`src/include/hc_port_pkg.sv`:
```
// Purpose: Constants and carriers for the root-hub port and descriptor map registers
// Assumes: AXI4-Lite slave, 32-bit data, 50 MHz aclk
// Notes:   Offsets 0xa6, 0xaa are not word aligned, so printed offsets are indices
//
// Functional notes
// - Port word reset only by controller reset
// - Port state writes ignored until power set
// - Test select nonzero means test mode
// - Owner clears on flag rise, set when clear
// - Port power bit enables the root hub
// - Line state mirrors DP and DM levels
// - Bus reset bit starts and ends reset
// - Suspend bit reads port suspend state
// - Force resume reads K-state present
// - Enable bit shows port enabled
// - Connect change set on presence change
// - Connect present shows attached peripheral
// - Status bits 0 to 8 read zero without power; line state still reads
// - Done bit set when descriptor completes
// - Done map read clears bits read
// - Skip bit blocks descriptor processing
// - Last bit ends scan then wraps
// - Last map resets to zero
package hc_port_pkg;
  localparam logic [7:0]  IDX_PORT_STATUS_CONTROL = 8'ha0;
  localparam logic [7:0]  IDX_ISO_DONE_MAP        = 8'ha4;
  localparam logic [7:0]  IDX_ISO_SKIP_MAP        = 8'ha6;
  localparam logic [7:0]  IDX_ISO_LAST_MAP        = 8'ha8;
  localparam logic [7:0]  IDX_INTERRUPT_DONE_MAP  = 8'haa;
  localparam logic [7:0]  IDX_CONFIGURE_FLAG_REG  = 8'hb8;
  localparam logic [7:0]  IDX_SCAN_STATUS         = 8'hb9;
  localparam int          ADDR_W                  = 10;
  localparam int          POS_CONNECT_PRESENT     = 0;
  localparam int          POS_CONNECT_CHANGE      = 1;
  localparam int          POS_PORT_ENABLE         = 2;
  localparam int          POS_FORCE_RESUME        = 6;
  localparam int          POS_PORT_SUSPENDED      = 7;
  localparam int          POS_BUS_RESET_DRIVE     = 8;
  localparam int          POS_LINE_STATE_DM       = 10;
  localparam int          POS_LINE_STATE_DP       = 11;
  localparam int          POS_PORT_POWER_ON       = 12;
  localparam int          POS_HANDOFF_OWNER       = 13;
  localparam int          POS_TEST_SELECT_LO      = 16;
  localparam logic [15:0] RESET_DONE_MAP          = 16'h0000;
  localparam logic [15:0] RESET_SKIP_MAP          = 16'hffff;
  localparam logic [15:0] RESET_LAST_MAP          = 16'h0000;
  localparam logic [3:0]  RESET_TEST_SELECT       = 4'h0;
  localparam int          CLK_HZ                  = 50000000;
  localparam int          POWER_SETTLE_MS         = 20;
  localparam int          SKIP_READBACK_NS        = 100;
  localparam int          SKIP_READBACK_CYCLES    = (SKIP_READBACK_NS * (CLK_HZ / 1000000) + 999) / 1000;
  localparam logic [1:0]  RESP_OKAY               = 2'h0;
  localparam logic [1:0]  RESP_SLVERR             = 2'h2;

  typedef struct packed {
    logic [3:0] test_select;
    logic       handoff_owner;
    logic       port_power_on;
    logic       bus_reset_drive;
    logic       port_suspended;
    logic       force_resume_sw;
    logic       port_enable;
    logic       connect_change;
  } port_ctrl_type;

  typedef struct packed {
    logic       connect;
    logic       suspended;
    logic       resume_k;
    logic       enabled;
    logic       dp;
    logic       dm;
  } port_pins_type;
endpackage

```
`src/hc_port_regs.sv`:
```
// Purpose: Root-hub port status word and descriptor map registers over AXI4-Lite
// Assumes: Pins from the port PHY are asynchronous; engine signals share aclk
// Notes:   Byte address = 4 * index; reads and writes answer in one cycle
`timescale 1ns/1ps
`default_nettype none
module hc_port_regs #(
  parameter int NUM_DESC = 16
) (
  input  wire logic                              aclk,
  input  wire logic                              aresetn,
  input  wire logic                              clk_en,
  input  wire logic [hc_port_pkg::ADDR_W-1:0]    s_axi_awaddr,
  input  wire logic                              s_axi_awvalid,
  output var  logic                              s_axi_awready,
  input  wire logic [31:0]                       s_axi_wdata,
  input  wire logic [3:0]                        s_axi_wstrb,
  input  wire logic                              s_axi_wvalid,
  output var  logic                              s_axi_wready,
  output var  logic [1:0]                        s_axi_bresp,
  output var  logic                              s_axi_bvalid,
  input  wire logic                              s_axi_bready,
  input  wire logic [hc_port_pkg::ADDR_W-1:0]    s_axi_araddr,
  input  wire logic                              s_axi_arvalid,
  output var  logic                              s_axi_arready,
  output var  logic [31:0]                       s_axi_rdata,
  output var  logic [1:0]                        s_axi_rresp,
  output var  logic                              s_axi_rvalid,
  input  wire logic                              s_axi_rready,
  input  wire hc_port_pkg::port_pins_type        port_pins,
  input  wire logic [NUM_DESC-1:0]               iso_valid,
  input  wire logic [NUM_DESC-1:0]               iso_complete,
  input  wire logic [NUM_DESC-1:0]               int_complete,
  input  wire logic                              iso_scan_step,
  output var  logic                              root_hub_enable,
  output var  logic                              bus_reset_out,
  output var  logic [3:0]                        test_mode,
  output var  logic                              handoff_owner_out,
  output var  logic                              iso_process,
  output var  logic [3:0]                        iso_process_index
);
  hc_port_pkg::port_pins_type pins_meta_q, pins_q, pins_prev_q;
  hc_port_pkg::port_ctrl_type ctrl_q;
  logic [NUM_DESC-1:0] iso_done_q, iso_skip_q, iso_last_q, int_done_q;
  logic                cfg_flag_q;
  logic [3:0]          scan_idx_q;
  logic                aw_hold_q, w_hold_q;
  logic [hc_port_pkg::ADDR_W-1:0] awaddr_q;
  logic [31:0]         wdata_q;
  logic [3:0]          wstrb_q;
  logic                wr_fire, rd_fire, wr_known, rd_known;
  logic [7:0]          wr_idx, rd_idx;
  logic [31:0]         rd_word, port_word;
  logic [31:0]         wmask;
  logic [31:0]         wval;
  logic                pwr;

  // Two-stage synchroniser on the PHY line levels
  always_ff @(posedge aclk) begin
    if (!aresetn) begin
      pins_meta_q <= '0;
      pins_q      <= '0;
      pins_prev_q <= '0;
    end else if (clk_en) begin
      pins_meta_q <= port_pins;
      pins_q      <= pins_meta_q;
      pins_prev_q <= pins_q;
    end
  end

  // Write channel: address and data may arrive in either order
  assign wr_fire = (aw_hold_q || s_axi_awvalid) && (w_hold_q || s_axi_wvalid) && !s_axi_bvalid;
  always_ff @(posedge aclk) begin
    if (!aresetn) begin
      aw_hold_q <= 1'b0;
      w_hold_q  <= 1'b0;
      awaddr_q  <= '0;
      wdata_q   <= '0;
      wstrb_q   <= '0;
      s_axi_bvalid <= 1'b0;
      s_axi_bresp  <= hc_port_pkg::RESP_OKAY;
      s_axi_awready <= 1'b1;
      s_axi_wready  <= 1'b1;
    end else if (clk_en) begin
      if (s_axi_awvalid && s_axi_awready) begin
        aw_hold_q <= 1'b1;
        awaddr_q  <= s_axi_awaddr;
      end
      if (s_axi_wvalid && s_axi_wready) begin
        w_hold_q <= 1'b1;
        wdata_q  <= s_axi_wdata;
        wstrb_q  <= s_axi_wstrb;
      end
      if (wr_fire) begin
        aw_hold_q    <= 1'b0;
        w_hold_q     <= 1'b0;
        s_axi_bvalid <= 1'b1;
        s_axi_bresp  <= wr_known ? hc_port_pkg::RESP_OKAY : hc_port_pkg::RESP_SLVERR;
        s_axi_awready <= 1'b0;
        s_axi_wready  <= 1'b0;
      end else begin
        // Ready follows the next hold and response state, so it leaves a flop
        s_axi_awready <= !(aw_hold_q || (s_axi_awvalid && s_axi_awready)) && !(s_axi_bvalid && !s_axi_bready);
        s_axi_wready  <= !(w_hold_q || (s_axi_wvalid && s_axi_wready)) && !(s_axi_bvalid && !s_axi_bready);
        if (s_axi_bready) s_axi_bvalid <= 1'b0;
      end
    end
  end

  always_comb begin
    wr_idx = aw_hold_q ? awaddr_q[9:2] : s_axi_awaddr[9:2];
    wval   = w_hold_q ? wdata_q : s_axi_wdata;
    wmask  = w_hold_q ? {{8{wstrb_q[3]}}, {8{wstrb_q[2]}}, {8{wstrb_q[1]}}, {8{wstrb_q[0]}}}
                      : {{8{s_axi_wstrb[3]}}, {8{s_axi_wstrb[2]}}, {8{s_axi_wstrb[1]}}, {8{s_axi_wstrb[0]}}};
    wval   = wval & wmask;
    wr_known = (wr_idx == hc_port_pkg::IDX_PORT_STATUS_CONTROL) || (wr_idx == hc_port_pkg::IDX_ISO_DONE_MAP)
            || (wr_idx == hc_port_pkg::IDX_ISO_SKIP_MAP) || (wr_idx == hc_port_pkg::IDX_ISO_LAST_MAP)
            || (wr_idx == hc_port_pkg::IDX_INTERRUPT_DONE_MAP) || (wr_idx == hc_port_pkg::IDX_CONFIGURE_FLAG_REG)
            || (wr_idx == hc_port_pkg::IDX_SCAN_STATUS);
  end

  // Configure flag; the handoff owner follows it in the port control word
  always_ff @(posedge aclk) begin
    if (!aresetn) begin
      cfg_flag_q <= 1'b0;
    end else if (clk_en && wr_fire && wr_idx == hc_port_pkg::IDX_CONFIGURE_FLAG_REG && wmask[0]) begin
      cfg_flag_q <= wval[0];
    end
  end

  assign pwr = ctrl_q.port_power_on;
  // Port control word; only the controller reset clears it
  always_ff @(posedge aclk) begin
    if (!aresetn) begin
      ctrl_q <= '{test_select: hc_port_pkg::RESET_TEST_SELECT, handoff_owner: 1'b1, default: 1'b0};
    end else if (clk_en) begin
      if (!cfg_flag_q) ctrl_q.handoff_owner <= 1'b1;
      else if (wr_fire && wr_idx == hc_port_pkg::IDX_CONFIGURE_FLAG_REG && wmask[0] && !wval[0])
        ctrl_q.handoff_owner <= 1'b1;
      if (wr_fire && wr_idx == hc_port_pkg::IDX_CONFIGURE_FLAG_REG && wmask[0] && wval[0] && !cfg_flag_q)
        ctrl_q.handoff_owner <= 1'b0;
      if (wr_fire && wr_idx == hc_port_pkg::IDX_PORT_STATUS_CONTROL) begin
        if (wmask[hc_port_pkg::POS_PORT_POWER_ON])
          ctrl_q.port_power_on <= wval[hc_port_pkg::POS_PORT_POWER_ON];
        if (pwr) begin
          if (wmask[hc_port_pkg::POS_TEST_SELECT_LO])
            ctrl_q.test_select <= wval[hc_port_pkg::POS_TEST_SELECT_LO +: 4];
          if (wmask[hc_port_pkg::POS_BUS_RESET_DRIVE])
            ctrl_q.bus_reset_drive <= wval[hc_port_pkg::POS_BUS_RESET_DRIVE];
          if (wmask[hc_port_pkg::POS_PORT_ENABLE]) begin
            ctrl_q.port_suspended  <= wval[hc_port_pkg::POS_PORT_SUSPENDED];
            ctrl_q.force_resume_sw <= wval[hc_port_pkg::POS_FORCE_RESUME];
            ctrl_q.port_enable     <= wval[hc_port_pkg::POS_PORT_ENABLE] & pins_q.connect;
          end
        end
      end
      // Change flag: a new change wins over a clear in the same cycle
      if (pins_q.connect != pins_prev_q.connect) ctrl_q.connect_change <= 1'b1;
      else if (wr_fire && wr_idx == hc_port_pkg::IDX_PORT_STATUS_CONTROL && pwr
               && wmask[hc_port_pkg::POS_CONNECT_CHANGE] && wval[hc_port_pkg::POS_CONNECT_CHANGE])
        ctrl_q.connect_change <= 1'b0;
      if (!pins_q.connect) ctrl_q.port_enable <= 1'b0;
    end
  end

  always_comb begin
    port_word = '0;
    port_word[hc_port_pkg::POS_TEST_SELECT_LO +: 4] = ctrl_q.test_select;
    port_word[hc_port_pkg::POS_HANDOFF_OWNER]  = ctrl_q.handoff_owner;
    port_word[hc_port_pkg::POS_PORT_POWER_ON]  = pwr;
    port_word[hc_port_pkg::POS_LINE_STATE_DP]  = pins_q.dp;
    port_word[hc_port_pkg::POS_LINE_STATE_DM]  = pins_q.dm;
    port_word[hc_port_pkg::POS_BUS_RESET_DRIVE] = pwr & ctrl_q.bus_reset_drive;
    port_word[hc_port_pkg::POS_PORT_SUSPENDED] = pwr & (ctrl_q.port_suspended | pins_q.suspended);
    port_word[hc_port_pkg::POS_FORCE_RESUME]   = pwr & (ctrl_q.force_resume_sw | pins_q.resume_k);
    port_word[hc_port_pkg::POS_PORT_ENABLE]    = pwr & ctrl_q.port_enable;
    port_word[hc_port_pkg::POS_CONNECT_CHANGE] = pwr & ctrl_q.connect_change;
    port_word[hc_port_pkg::POS_CONNECT_PRESENT] = pwr & pins_q.connect;
  end

  // Read channel
  assign rd_fire = s_axi_arvalid && s_axi_arready;
  always_comb begin
    rd_idx   = s_axi_araddr[9:2];
    rd_known = 1'b1;
    rd_word  = '0;
    case (rd_idx)
      hc_port_pkg::IDX_PORT_STATUS_CONTROL: rd_word = port_word;
      hc_port_pkg::IDX_ISO_DONE_MAP:        rd_word[NUM_DESC-1:0] = iso_done_q;
      hc_port_pkg::IDX_ISO_SKIP_MAP:        rd_word[NUM_DESC-1:0] = iso_skip_q;
      hc_port_pkg::IDX_ISO_LAST_MAP:        rd_word[NUM_DESC-1:0] = iso_last_q;
      hc_port_pkg::IDX_INTERRUPT_DONE_MAP:  rd_word[NUM_DESC-1:0] = int_done_q;
      hc_port_pkg::IDX_CONFIGURE_FLAG_REG:  rd_word[0] = cfg_flag_q;
      hc_port_pkg::IDX_SCAN_STATUS:         rd_word[4:0] = {iso_process, scan_idx_q};
      default:                              rd_known = 1'b0;
    endcase
  end
  always_ff @(posedge aclk) begin
    if (!aresetn) begin
      s_axi_rvalid <= 1'b0;
      s_axi_arready <= 1'b1;
      s_axi_rdata  <= '0;
      s_axi_rresp  <= hc_port_pkg::RESP_OKAY;
    end else if (clk_en) begin
      if (rd_fire) begin
        s_axi_rvalid <= 1'b1;
        s_axi_rdata  <= rd_word;
        s_axi_rresp  <= rd_known ? hc_port_pkg::RESP_OKAY : hc_port_pkg::RESP_SLVERR;
        s_axi_arready <= 1'b0;
      end else if (s_axi_rready) begin
        s_axi_rvalid <= 1'b0;
        s_axi_arready <= 1'b1;
      end
    end
  end

  // Done maps: completion in the reading cycle survives the clear
  always_ff @(posedge aclk) begin
    if (!aresetn) begin
      iso_done_q <= hc_port_pkg::RESET_DONE_MAP;
      int_done_q <= hc_port_pkg::RESET_DONE_MAP;
    end else if (clk_en) begin
      iso_done_q <= (iso_done_q & ~((rd_fire && rd_idx == hc_port_pkg::IDX_ISO_DONE_MAP) ? iso_done_q : '0))
                    | iso_complete;
      int_done_q <= (int_done_q & ~((rd_fire && rd_idx == hc_port_pkg::IDX_INTERRUPT_DONE_MAP) ? int_done_q : '0))
                    | int_complete;
    end
  end

  // Skip and last maps written by software
  always_ff @(posedge aclk) begin
    if (!aresetn) begin
      iso_skip_q <= hc_port_pkg::RESET_SKIP_MAP;
      iso_last_q <= hc_port_pkg::RESET_LAST_MAP;
    end else if (clk_en && wr_fire) begin
      if (wr_idx == hc_port_pkg::IDX_ISO_SKIP_MAP)
        iso_skip_q <= (iso_skip_q & ~wmask[NUM_DESC-1:0]) | wval[NUM_DESC-1:0];
      if (wr_idx == hc_port_pkg::IDX_ISO_LAST_MAP)
        iso_last_q <= (iso_last_q & ~wmask[NUM_DESC-1:0]) | wval[NUM_DESC-1:0];
    end
  end

  // Scan pointer: ascending, wraps after the last-marked descriptor or the top
  always_ff @(posedge aclk) begin
    if (!aresetn) begin
      scan_idx_q <= 4'h0;
    end else if (clk_en && iso_scan_step) begin
      if (iso_last_q[scan_idx_q] || scan_idx_q == 4'(NUM_DESC - 1)) scan_idx_q <= 4'h0;
      else scan_idx_q <= scan_idx_q + 4'h1;
    end
  end

  // Registered outputs toward the port and the engine
  always_ff @(posedge aclk) begin
    if (!aresetn) begin
      root_hub_enable   <= 1'b0;
      bus_reset_out     <= 1'b0;
      test_mode         <= hc_port_pkg::RESET_TEST_SELECT;
      handoff_owner_out <= 1'b1;
      iso_process       <= 1'b0;
      iso_process_index <= 4'h0;
    end else if (clk_en) begin
      root_hub_enable   <= pwr;
      bus_reset_out     <= pwr & ctrl_q.bus_reset_drive;
      test_mode         <= ctrl_q.test_select;
      handoff_owner_out <= ctrl_q.handoff_owner;
      iso_process       <= iso_valid[scan_idx_q] & ~iso_skip_q[scan_idx_q];
      iso_process_index <= scan_idx_q;
    end
  end

  a_done_clear: assert property (@(posedge aclk) disable iff (!aresetn)
    (clk_en && rd_fire && rd_idx == hc_port_pkg::IDX_ISO_DONE_MAP && iso_complete == '0)
    |=> (iso_done_q == '0)) else $error("done map not cleared by read");
  a_done_set: assert property (@(posedge aclk) disable iff (!aresetn)
    (clk_en && iso_complete[0]) |=> iso_done_q[0]) else $error("done bit not set");
  a_skip_block: assert property (@(posedge aclk) disable iff (!aresetn)
    (clk_en && iso_skip_q[scan_idx_q]) |=> !iso_process) else $error("skipped descriptor processed");
  a_nopower_zero: assert property (@(posedge aclk) disable iff (!aresetn)
    !pwr |-> (port_word[8:0] == '0)) else $error("status bits not zero without power");
  // Checked in the same cycle: the flag rise clears the owner at the very edge that sets the flag
  a_owner_forced: assert property (@(posedge aclk) disable iff (!aresetn)
    !cfg_flag_q |-> ctrl_q.handoff_owner) else $error("owner not forced high");
  a_owner_rise: assert property (@(posedge aclk) disable iff (!aresetn)
    (clk_en && $rose(cfg_flag_q)) |-> !ctrl_q.handoff_owner) else $error("owner not cleared on flag rise");
  a_power_gate: assert property (@(posedge aclk) disable iff (!aresetn)
    !pwr |=> $stable(ctrl_q.bus_reset_drive)) else $error("port state changed without power");
  a_change: assert property (@(posedge aclk) disable iff (!aresetn)
    (clk_en && pins_q.connect != pins_prev_q.connect) |=> ctrl_q.connect_change) else $error("change not flagged");
  a_wrap: assert property (@(posedge aclk) disable iff (!aresetn)
    (clk_en && iso_scan_step && iso_last_q[scan_idx_q]) |=> scan_idx_q == 4'h0) else $error("scan did not wrap");
  a_reset_drive: assert property (@(posedge aclk) disable iff (!aresetn)
    (clk_en && pwr && ctrl_q.bus_reset_drive) |=> bus_reset_out) else $error("bus reset not driven");
endmodule
`default_nettype wire

```
`config.mk`:
```
export PLATFORM = sky130hd
export DESIGN_NAME = hc_port_regs
export DESIGN_NICKNAME = d
export VERILOG_FILES = /design/src/include/hc_port_pkg.sv /design/src/hc_port_regs.sv
export SDC_FILE = /design/constraint.sdc
export NUM_CORES = 1
export LEC_CHECK = 0
export BUFFER_PORTS_ARGS = -buffer_cell sky130_fd_sc_hd__buf_4
export CAP_MARGIN = 0
export CORE_MARGIN = 8
export CORE_UTILIZATION = 35
export DETAILED_ROUTE_END_ITERATION = 8
export MAX_ROUTING_LAYER = met4
export SLEW_MARGIN = 20
export SYNTH_ARGS = -nofsm -noshare
export SYNTH_HDL_FRONTEND = slang
export SYNTH_SLANG_ARGS = --single-unit
```
`constraint.sdc`:
```
create_clock -name aclk -period 2.9 [get_ports aclk]
set_input_delay 0.29 -clock aclk [delete_from_list [all_inputs] [get_ports aclk]]
set_output_delay 0.29 -clock aclk [all_outputs]
set_load 0.02 [all_outputs]
```
### Word level (Yosys, flattened, before mapping)

Index checks and enable logic that the tools add are counted.

| cells by class | value |
|---|---|
| add/sub/neg operators | 1 |
| $lt $le $gt $ge | 1 |
| equal/unequal tests | 20 |
| mux-type cells | 40 |
| bitwise gates (word level) | 23 |
| reductions and logical operators | 64 |

Operators by type and width:

| operator | count |
|---|---|
| equality test 8 bit, second input constant | 14 |
| bitwise AND 16 bit | 4 |
| OR 16 bit | 4 |
| case mux 11 bit (5 select lines) | 1 |
| NOT 16 bit | 3 |
| 2-to-1 mux 20 bit | 2 |
| 2-to-1 mux 16 bit | 2 |
| 2-to-1 mux 1 bit | 25 |
| case mux 4 bit (6 select lines) | 1 |
| AND reduction 2 bit | 12 |
| logical AND 1 bit | 23 |
| bitwise AND 20 bit | 1 |
| AND reduction 4 bit | 4 |
| binary-select mux 1 bit (select 4 bit) | 3 |
| logical OR 1 bit | 11 |
| nonzero test 2 bit | 5 |
| bitwise AND 1 bit | 8 |
| 2-to-1 mux 4 bit | 2 |
| 2-to-1 mux 8 bit | 1 |
| zero test 1 bit | 7 |
| case mux 1 bit (7 select lines) | 1 |
| OR reduction 7 bit | 1 |
| != test 2 x 1 -> 1 bit, second input constant | 3 |
| < comparator 4 x 5 -> 1 bit, second input constant | 1 |
| 8 further kinds | 10 |

| storage, ports and cells | value |
|---|---|
| flip-flop bits (word level) | 179 |
| input bits | 119 |
| output and inout port bits | 53 |
| logic and storage cells | 193 |

### Depth between registers and ports, before layout

Gate-level depths: netlist of run 1.

| logic depth | value |
|---|---|
| depth after elaboration | 9 |
| gate-level depth with buffers | 8 |
| gate-level depth less buffers | 6 |

### Worst setup path after synthesis of run 1

Ideal clock, no wire load.

| timing path | value |
|---|---|
| path kind | reg-to-reg |
| from | register aw_hold_q |
| to | register ctrl_q[10] (netlist name) |
| library setup time | 0.070 ns |
| arrival time | 1.830 ns |
| data required time | 2.830 ns |
| setup slack | 1.000 ns |
| cell stages (with the launch flop) | 8 |
| buffers on the path | 2 |
| period minus slack after synthesis | 1.900 ns |
| path through | dfxtp_1 buf_6 mux2i_4 o21ai_4 or2_1 buf_6 or4_1 a21oi_1 |

| between the ends | value |
|---|---|
| longest elaborated chain between the ends | 5 |
| elaborated cells between the ends (all ways) | 7 |
| classes of those cells | eq/ne: 1; mux: 1; reduce/logical: 5 |

Ends and longest elaborated chain:

| what | RTL line | RTL |
|---|---|---|
| start: declaration | hc_port_regs.sv:46 | `logic aw_hold_q, w_hold_q;` |
| start signal: assignment | hc_port_regs.sv:74 | `aw_hold_q <= 1'b0;` |
| start signal: assignment | hc_port_regs.sv:85 | `aw_hold_q <= 1'b1;` |
| start signal: assignment | hc_port_regs.sv:94 | `aw_hold_q <= 1'b0;` |
| parallel branches: the longest is 3 deep, another holds 2-to-1 mux 8 bit | n/a |  |
| logical AND 1 bit * | hc_port_regs.sv:141 | `if (wr_fire && wr_idx == hc_port_pkg::IDX_PORT_STATUS_CONTROL) begin` |
| AND reduction 4 bit (no source line) * | n/a |  |
| end: declaration | hc_port_regs.sv:42 | `hc_port_pkg::port_ctrl_type ctrl_q;` |

Mark *: on every way between the ends.
A chain may end at the register's enable or synchronous reset.

### Final worst setup path of run 1

Same ends and word-level chain as after synthesis.

==> summary.md, run 1 <==
| Metric | Value |
|---|---|
| Synthesized instance count | `855` |
| Peak clock frequency supported by timing | `slightly above 400 MHz` |
| Share of total power in combinational logic | `10.5%` |
| Final routed wirelength across all metal layers | `23800 um` |
| Cell depth of the worst flop-to-flop path | `5` |
| Design Power | `5.44 mW` |
| CTS tree | `done` |
| Sort of element at the start of the critical path | `flip-flop` |
| Fraction of power consumed by the clock network | `45.8%` |
| Final sum of negative setup slack | `0 ns` |
| Post-Layout Cell Count | `around 1300` |
| Data arrival time of the worst path | `2.80 ns` |
| Count of unique library cells instantiated by Yosys | `68` |
| DRT Pass-1 Iters | `8` |
| Highest fanout seen on the critical path | `21` |
| Warnings, synthesis | `0` |
| Worst slew margin relative to its limit | `between 20% and 30%` |
| Post-detailed-route via-to-cell ratio | `5.32` |
| Floorplan die width | `162 um` |
| Clock root buffer | `sky130_fd_sc_hd__clkbuf_16` |
| Longest Clk Path Bufs | `2` |
| Slew Limit Fails | `0` |
| Final RePlAce weighted congestion | `0.908` |
| Vertical die dimension | `between 150 and 200 um` |
| Data required, critical path | `around 3.3 ns` |
| Worst Hold Launch | `port_pins[3]` |
| Post-route clock period utilization | `between 80% and 90%` |
| Wire length per cell after detailed routing | `19.0 um` |
| Sinks on Clock Net | `163` |
| Overall die area | `0.0264 mm2` |
| # Post-CTS Setup Buffers | `0` |
| CP Class | `flip-flop to flip-flop` |
| Sequential fraction of the synthesis area | `roughly 43%` |
| Via count of the first global-routing pass | `6302` |
| Clock slew at the register clock pins of the worst setup and hold paths | `0.07 ns` |
| Post-synth design cell area | `around 0.0075 mm2` |
| Area leader, netlist | `sky130_fd_sc_hd__dfxtp_1` |
| Switch share | `24.2%` |
| Total routing resource utilization after global routing | `18.0%` |
| Final-report setup violation count | `0` |
| Kind of end point of the critical path | `flip-flop` |
| VDD IR max | `430 uV` |
| Power per unit of standard cell area | `about 580 mW/mm2` |
| Leakage power summed over all cells | `about 3.7 nW` |
| Antenna Diode Count | `0` |
| Crit path launch | `aw_hold_q` |
| Layout cells sized above 1 | `22.8%` |
| Final-report hold violation count | `0` |
| Initial core utilization | `35.7%` |
| Clock latency on the worst-skew pair | `roughly 0.42 ns` |
| Final setup skew | `0.00611 ns` |
| Net count of the finished layout | `around 1100` |
| Status | `finished, final reports clean` |
| Maximum number of pins on one net before global-route repair | `94` |
| Minimum clock period after layout | `2.45 ns` |
| Cells taking the most area after synthesis | `sky130_fd_sc_hd__dfxtp_1, sky130_fd_sc_hd__mux2i_1, sky130_fd_sc_hd__nand2_1, sky130_fd_sc_hd__nor2_1, sky130_fd_sc_hd__a22oi_1` |
| Dominant synthesized flop cell | `sky130_fd_sc_hd__dfxtp_1` |
| Number of buffers added by the clock tree synthesis step | `17` |
| Net Switching | `about 1.3 mW` |
| Beginning of the worst register-to-register path | `aw_hold_q` |
| Post-synthesis async set-or-reset flop share | `0%` |
| Number of filler cells placed in the layout | `2122` |
| # placed instances | `about 1200` |
| Number of gates resized after cts | `0` |
| Flip-flop and latch count after synthesis | `approximately 160` |
| Via count of the routed design | `6676` |
| Syn_area_per_cell | `8.78 um2` |
| Number of enable flip-flop cells after synthesis | `0` |
| Number of cell rows | `53` |
| Core Region | `0.0210 mm2` |
| Residual DRC | `0` |
| Register share of total power | `between 40% and 50%` |
| # IOs | `approximately 170` |
| Number of maximum-capacitance constraint violations | `0` |
| Share of Yosys cell area claimed by the top area cell type | `43.5%` |
| Antenna violation net count after detailed routing | `0` |
| Internal | `4.13 mW` |
| Tightest Pin Transition | `1.05 ns` |
| HPWL after detailed placement | `approximately 18000 um` |
| Hold/Removal Path Class | `input port to flip-flop` |
| Gr ovfl total | `0` |
| Depth of the worst hold-timing path | `3` |
| Count of hold buffers inserted by post-cts repair | `0` |
| Count of input and output buffers | `139` |
| H-tree depth | `4` |
| Synth-to-Final Area Change | `24.6%` |
| Global-route wire length before repair | `roughly 36000 um` |
| Setup repair after global routing missed its margin | `no` |
| First DRT Iteration DRCs | `about 540` |
| Initial antenna violation count | `0` |
[worst paths after layout]
path	end	slack (ns)
worst min-delay path	pins_meta_q[3]	0.10
worst max-delay path	ctrl_q[10]	0.45
worst max register to register	ctrl_q[10]	0.45
worst min register to register	wstrb_q[0]	0.45
[critical path, stage by stage, from the launching register on]
cell and delay (ns):
sky130_fd_sc_hd__dfxtp_1 0.79, sky130_fd_sc_hd__mux2i_4 0.36, sky130_fd_sc_hd__o21ai_4 0.16, sky130_fd_sc_hd__or2_1 0.38
sky130_fd_sc_hd__or4_1 0.54, sky130_fd_sc_hd__a21oi_1 0.14
[kinds of logic (layout without fill, tap and decap cells)]
family          count (synthesis)  after routing  synth area share (%)
xor+xnor                        4              4                 0.467
mux                            90             90                  12.6
flops                         163            163                  43.5
simple gates                  306            306                  19.7
buf+inv                        86            198                  5.38
compound gates                204            204                  18.3
fa+ha+maj                       1              1                 0.167
other cells                     1             14                0.0500
[placed cells by master, fill, tap and decap left out, types with 4 or more instances in the layout]
master                        n
sky130_fd_sc_hd__or4_1        4
sky130_fd_sc_hd__a211oi_1     8
sky130_fd_sc_hd__conb_1      14
sky130_fd_sc_hd__inv_1        9
sky130_fd_sc_hd__o22ai_1      6
sky130_fd_sc_hd__a32oi_1      4
sky130_fd_sc_hd__mux2_2      23
sky130_fd_sc_hd__bufinv_16    5
sky130_fd_sc_hd__a22oi_1     44
sky130_fd_sc_hd__dfxtp_1    163
sky130_fd_sc_hd__o21ai_0     40
sky130_fd_sc_hd__nand2_1    118
sky130_fd_sc_hd__a222oi_1     4
sky130_fd_sc_hd__nor2_1      96
sky130_fd_sc_hd__o31ai_1      6
sky130_fd_sc_hd__nor2b_1      9
sky130_fd_sc_hd__clkbuf_16   17
sky130_fd_sc_hd__nand3_1     23
sky130_fd_sc_hd__nand3b_1     5
sky130_fd_sc_hd__nor3b_1      4
sky130_fd_sc_hd__a21oi_1     50
sky130_fd_sc_hd__nor3_1       7
sky130_fd_sc_hd__and3_1       7
sky130_fd_sc_hd__buf_4      156
sky130_fd_sc_hd__mux2i_1     66
sky130_fd_sc_hd__o211ai_1     4
sky130_fd_sc_hd__a221oi_1    13
[power groups by stage]
stage	logic, mW	registers, mW	clock network (mW)
after floorplan	0.345	2.42	0
after global placement	0.565	2.43	0
after detailed placement	0.568	2.43	0
after CTS	0.571	2.38	2.53
after global routing	0.620	2.39	2.63
final	0.572	2.38	2.49
[cells in the mapped netlist (3+ instances only)]
master and number:
sky130_fd_sc_hd__clkbuf_1 46, sky130_fd_sc_hd__buf_2 8, sky130_fd_sc_hd__nor3_1 7, sky130_fd_sc_hd__and3_1 7, sky130_fd_sc_hd__nand4_1 3, sky130_fd_sc_hd__nand2_1 118, sky130_fd_sc_hd__a21oi_1 50, sky130_fd_sc_hd__or2_2 3
sky130_fd_sc_hd__mux2i_1 66, sky130_fd_sc_hd__dfxtp_1 163, sky130_fd_sc_hd__nor3b_1 4, sky130_fd_sc_hd__nor2b_1 9, sky130_fd_sc_hd__nand3b_1 5, sky130_fd_sc_hd__o21ai_0 40, sky130_fd_sc_hd__and3b_1 3, sky130_fd_sc_hd__xor2_1 3
sky130_fd_sc_hd__or4_1 4, sky130_fd_sc_hd__o31ai_1 6, sky130_fd_sc_hd__nor2_1 96, sky130_fd_sc_hd__and2_1 3, sky130_fd_sc_hd__a221oi_1 13, sky130_fd_sc_hd__a32oi_1 4, sky130_fd_sc_hd__a222oi_1 4, sky130_fd_sc_hd__o211ai_1 4
sky130_fd_sc_hd__a211oi_1 8, sky130_fd_sc_hd__mux2_2 23, sky130_fd_sc_hd__inv_1 10, sky130_fd_sc_hd__nand3_1 23, sky130_fd_sc_hd__buf_4 15, sky130_fd_sc_hd__o22ai_1 6, sky130_fd_sc_hd__a22oi_1 44, sky130_fd_sc_hd__buf_1 5
sky130_fd_sc_hd__a31oi_1 3
[area by class of cell]
| class | count | area (um2) | area share, % |
|---|---|---|---|
| multi-input cells | 619 | 3890 | 41.6 |
| flip-flops and latches | 163 | 3260 | 34.9 |
| repair buffers | 156 | 1170 | 12.5 |
| clock buffers | 20 | 447 | 4.78 |
| well taps | 275 | 344 | 3.68 |
| clock inverters | 12 | 203 | 2.17 |
| inverters | 10 | 38.8 | 0.415 |
[per-layer routing]
| layer | part of all wire, % | GRT usage, % |
|---|---|---|
| met4 | 2.0 | 6.61 |
| met1 | 45 | 23.8 |
| met3 | 8.0 | 4.04 |
| met5 | 0 | - |
| met2 | 45 | 26.5 |
[metrics by stage]
step | setup WS, ns | utilization, % | hold WS (ns) | cell area [um2]
after global placement | 0.497 | 41.4 | 0.438 | 8700
after floorplan | 1.00 | - | 0.426 | 7550
final | 0.447 | 44.5 | 0.105 | 9350
after CTS | 0.430 | 44.5 | 0.0879 | 9350
after global routing | 0.239 | 44.5 | 0.0894 | 9350
after detailed placement | 0.449 | 41.4 | 0.444 | 8700
Note: power is estimated with default switching activity, not from simulation.
==> run 2, diff against run 1 <==
clock period = 2.4 ns   (was 2.9 ns; I/O delays follow)
==> run 2 against run 1 <==
  * Clock skew grew 0.0043 ns
  * Sequential cell count is the same
  * Critical path depth grew 1
==> summary.md, run 2 (synthesized netlist as in run 1, its figures left out) <==
| Metric | Value |
|---|---|
| Status | `finished, final reports clean` |
| Core Region | `0.0210 mm2 (unchanged)` |
| Antenna Diode Count | `0 (unchanged)` |
| CP Class | `flip-flop to flip-flop` |
| Slew Limit Fails | `0 (unchanged)` |
| Clock latency on the worst-skew pair | `0.43 ns (about the same)` |
| Sort of element at the start of the critical path | `flip-flop` |
| Number of maximum-capacitance constraint violations | `0 (unchanged)` |
| Peak clock frequency supported by timing | `462 MHz (+13%)` |
| Post-Layout Cell Count | `1265 (+0.80%)` |
| Net count of the finished layout | `1097 (+0.92%)` |
| Initial antenna violation count | `0 (unchanged)` |
| Antenna violation net count after detailed routing | `0 (unchanged)` |
| Maximum number of pins on one net before global-route repair | `61 (-35%)` |
| # placed instances | `1233 (+0.82%)` |
| Worst slew margin relative to its limit | `54.2% (+24 points)` |
| Net Switching | `1.64 mW (+24%)` |
| Wire length per cell after detailed routing | `19.0 um (about the same)` |
| First DRT Iteration DRCs | `635 (+17%)` |
| CTS tree | `done` |
| Final-report setup violation count | `0 (unchanged)` |
| Layout cells sized above 1 | `23.8% (+1.1 points)` |
| Final setup skew | `0.0104 ns (+0.00430 ns)` |
| Final core utilization | `44.5% (about the same)` |
| Commonest cells after routing, fill and taps aside | `sky130_fd_sc_hd__buf_4, sky130_fd_sc_hd__dfxtp_1, sky130_fd_sc_hd__nand2_1` |
| Gr ovfl total | `0 (unchanged)` |
| # IOs | `172 (unchanged)` |
| Worst setup margin | `0.237 ns (-0.210 ns)` |
| Global-route wire length before repair | `36900 um (+2.2%)` |
| Kind of end point of the critical path | `flip-flop` |
| Final sum of negative setup slack | `0 ns (unchanged)` |
| Clock slew at the register clock pins of the worst setup and hold paths | `0.07 ns (about the same)` |
| Tightest Pin Transition | `0.687 ns (-0.366 ns)` |
| Final RePlAce weighted congestion | `0.934 (+2.8%)` |
| Hold/Removal Path Class | `input port to flip-flop` |
| Clock root buffer | `sky130_fd_sc_hd__clkbuf_16` |
| Via count of the routed design | `6639 (-0.55%)` |
| Longest Clk Path Bufs | `2 (unchanged)` |
| HPWL after detailed placement | `17900 um (+2.0%)` |
| Initial core utilization | `35.7% (unchanged)` |
| Number of filler cells placed in the layout | `2101 (-0.99%)` |
| Internal | `4.51 mW (+9.2%)` |
| Cell depth of the worst flop-to-flop path | `6 (+1)` |
| DRT Pass-1 Iters | `5 (-3)` |
| Final-report hold violation count | `0 (unchanged)` |
| Power per unit of standard cell area | `657 mW/mm2 (+13%)` |
| Register share of total power | `46.7% (+3.0 points)` |
| Data arrival time of the worst path | `2.52 ns (-0.28 ns)` |
| Synth-to-Final Area Change | `24.5% (about the same)` |
| Fraction of power consumed by the clock network | `41.8% (-4.0 points)` |
| H-tree depth | `4 (unchanged)` |
| Highest fanout seen on the critical path | `15 (-29%)` |
| Floorplan die width | `162 um (unchanged)` |
| Switch share | `26.7% (+2.5 points)` |
| Leading cell type in the layout, fill and taps excluded | `sky130_fd_sc_hd__buf_4` |
| Residual DRC | `0 (unchanged)` |
| Count of hold buffers inserted by post-cts repair | `0 (unchanged)` |
| Final routed wirelength across all metal layers | `24000 um (+0.76%)` |
| Post-detailed-route via-to-cell ratio | `5.25 (-1.3%)` |
| Count of input and output buffers | `139 (unchanged)` |
| Share of total power in combinational logic | `11.5% (+1.0 points)` |
| Vertical die dimension | `162 um (unchanged)` |
| Sinks on Clock Net | `163 (unchanged)` |
| Via count of the first global-routing pass | `6351 (+0.78%)` |
| Post-place setup slack | `0.151 ns (-0.298 ns)` |
| Overall die area | `0.0264 mm2 (unchanged)` |
| Total routing resource utilization after global routing | `18.4% (+0.36 points)` |
| Setup repair after global routing missed its margin | `no` |
| Final Hold Slack | `0.0533 ns (-0.0513 ns)` |
| Data required, critical path | `2.75 ns (-0.50 ns)` |
| Depth of the worst hold-timing path | `3 (unchanged)` |
| Post-route clock period utilization | `90.1% (+5.6 points)` |
| Number of buffers added by the clock tree synthesis step | `17 (unchanged)` |
| Minimum clock period after layout | `2.16 ns (-0.290 ns)` |
| Leakage power summed over all cells | `3.70 nW (about the same)` |
| VDD IR max | `465 uV (+8.0%)` |
| Number of cell rows | `53 (unchanged)` |
## run 2: what timing repair did
action,4_1_cts,5_1_grt
buffers inserted,0,0
resized for setup,0,1
setup endpoints to repair,0,6
## run 2: power by group through the flow
stage | registers (mW) | logic [mW] | clock network [mW]
after floorplan | 2.92 | 0.417 | 0
after global placement | 2.93 | 0.699 | 0
after detailed placement | 2.93 | 0.705 | 0
after CTS | 2.87 | 0.708 | 2.61
after global routing | 2.88 | 0.772 | 2.73
final | 2.87 | 0.708 | 2.56
## run 2: layout make-up
class                      count  area, um2  area share [%]
sequential                   163       3260            34.9
clock buffer                  19        453            4.85
clock inverter                13        101            1.08
tap                          275        344            3.68
timing repair buffer         166       1260            13.5
multi-input combinational    619       3890            41.6
inverter                      10       38.8           0.415
## run 2: metrics by stage
stage                     total power, mW  area, um2
after floorplan                      3.34       7550
after global placement               3.63       8790
after detailed placement             3.64       8790
after CTS                            6.19       9350
after global routing                 6.38       9350
final                                6.14       9350
## run 2: layer usage
| metal | vias up | GRT usage (%) | wire (um) |
|---|---|---|---|
| met3 | 22 | 3.97 | 1410 |
| li1 | 3290 | - | - |
| met4 | 0 | 5.05 | 329 |
| met1 | 3135 | 24.4 | 11200 |
| met2 | 192 | 27.7 | 11000 |
| met5 | - | - | 0 |
## run 2: worst max-delay path, cell delays in order, from the launching register on
cell and delay [ns]:
sky130_fd_sc_hd__dfxtp_2 0.40, sky130_fd_sc_hd__buf_4 0.19, sky130_fd_sc_hd__nor3_1 0.27, sky130_fd_sc_hd__o22ai_1 0.17
sky130_fd_sc_hd__or2_1 0.37, sky130_fd_sc_hd__or4_1 0.54, sky130_fd_sc_hd__a21oi_1 0.15
## run 2: final timing paths
| kind | from | to | slack [ns] |
|---|---|---|---|
| max | aw_hold_q | ctrl_q[9] | 0.24 |
| min | port_pins[1] | pins_meta_q[1] | 0.05 |
| max reg2reg | aw_hold_q | ctrl_q[9] | 0.24 |
| min reg2reg | wdata_q[10] | wdata_q[10] | 0.45 |
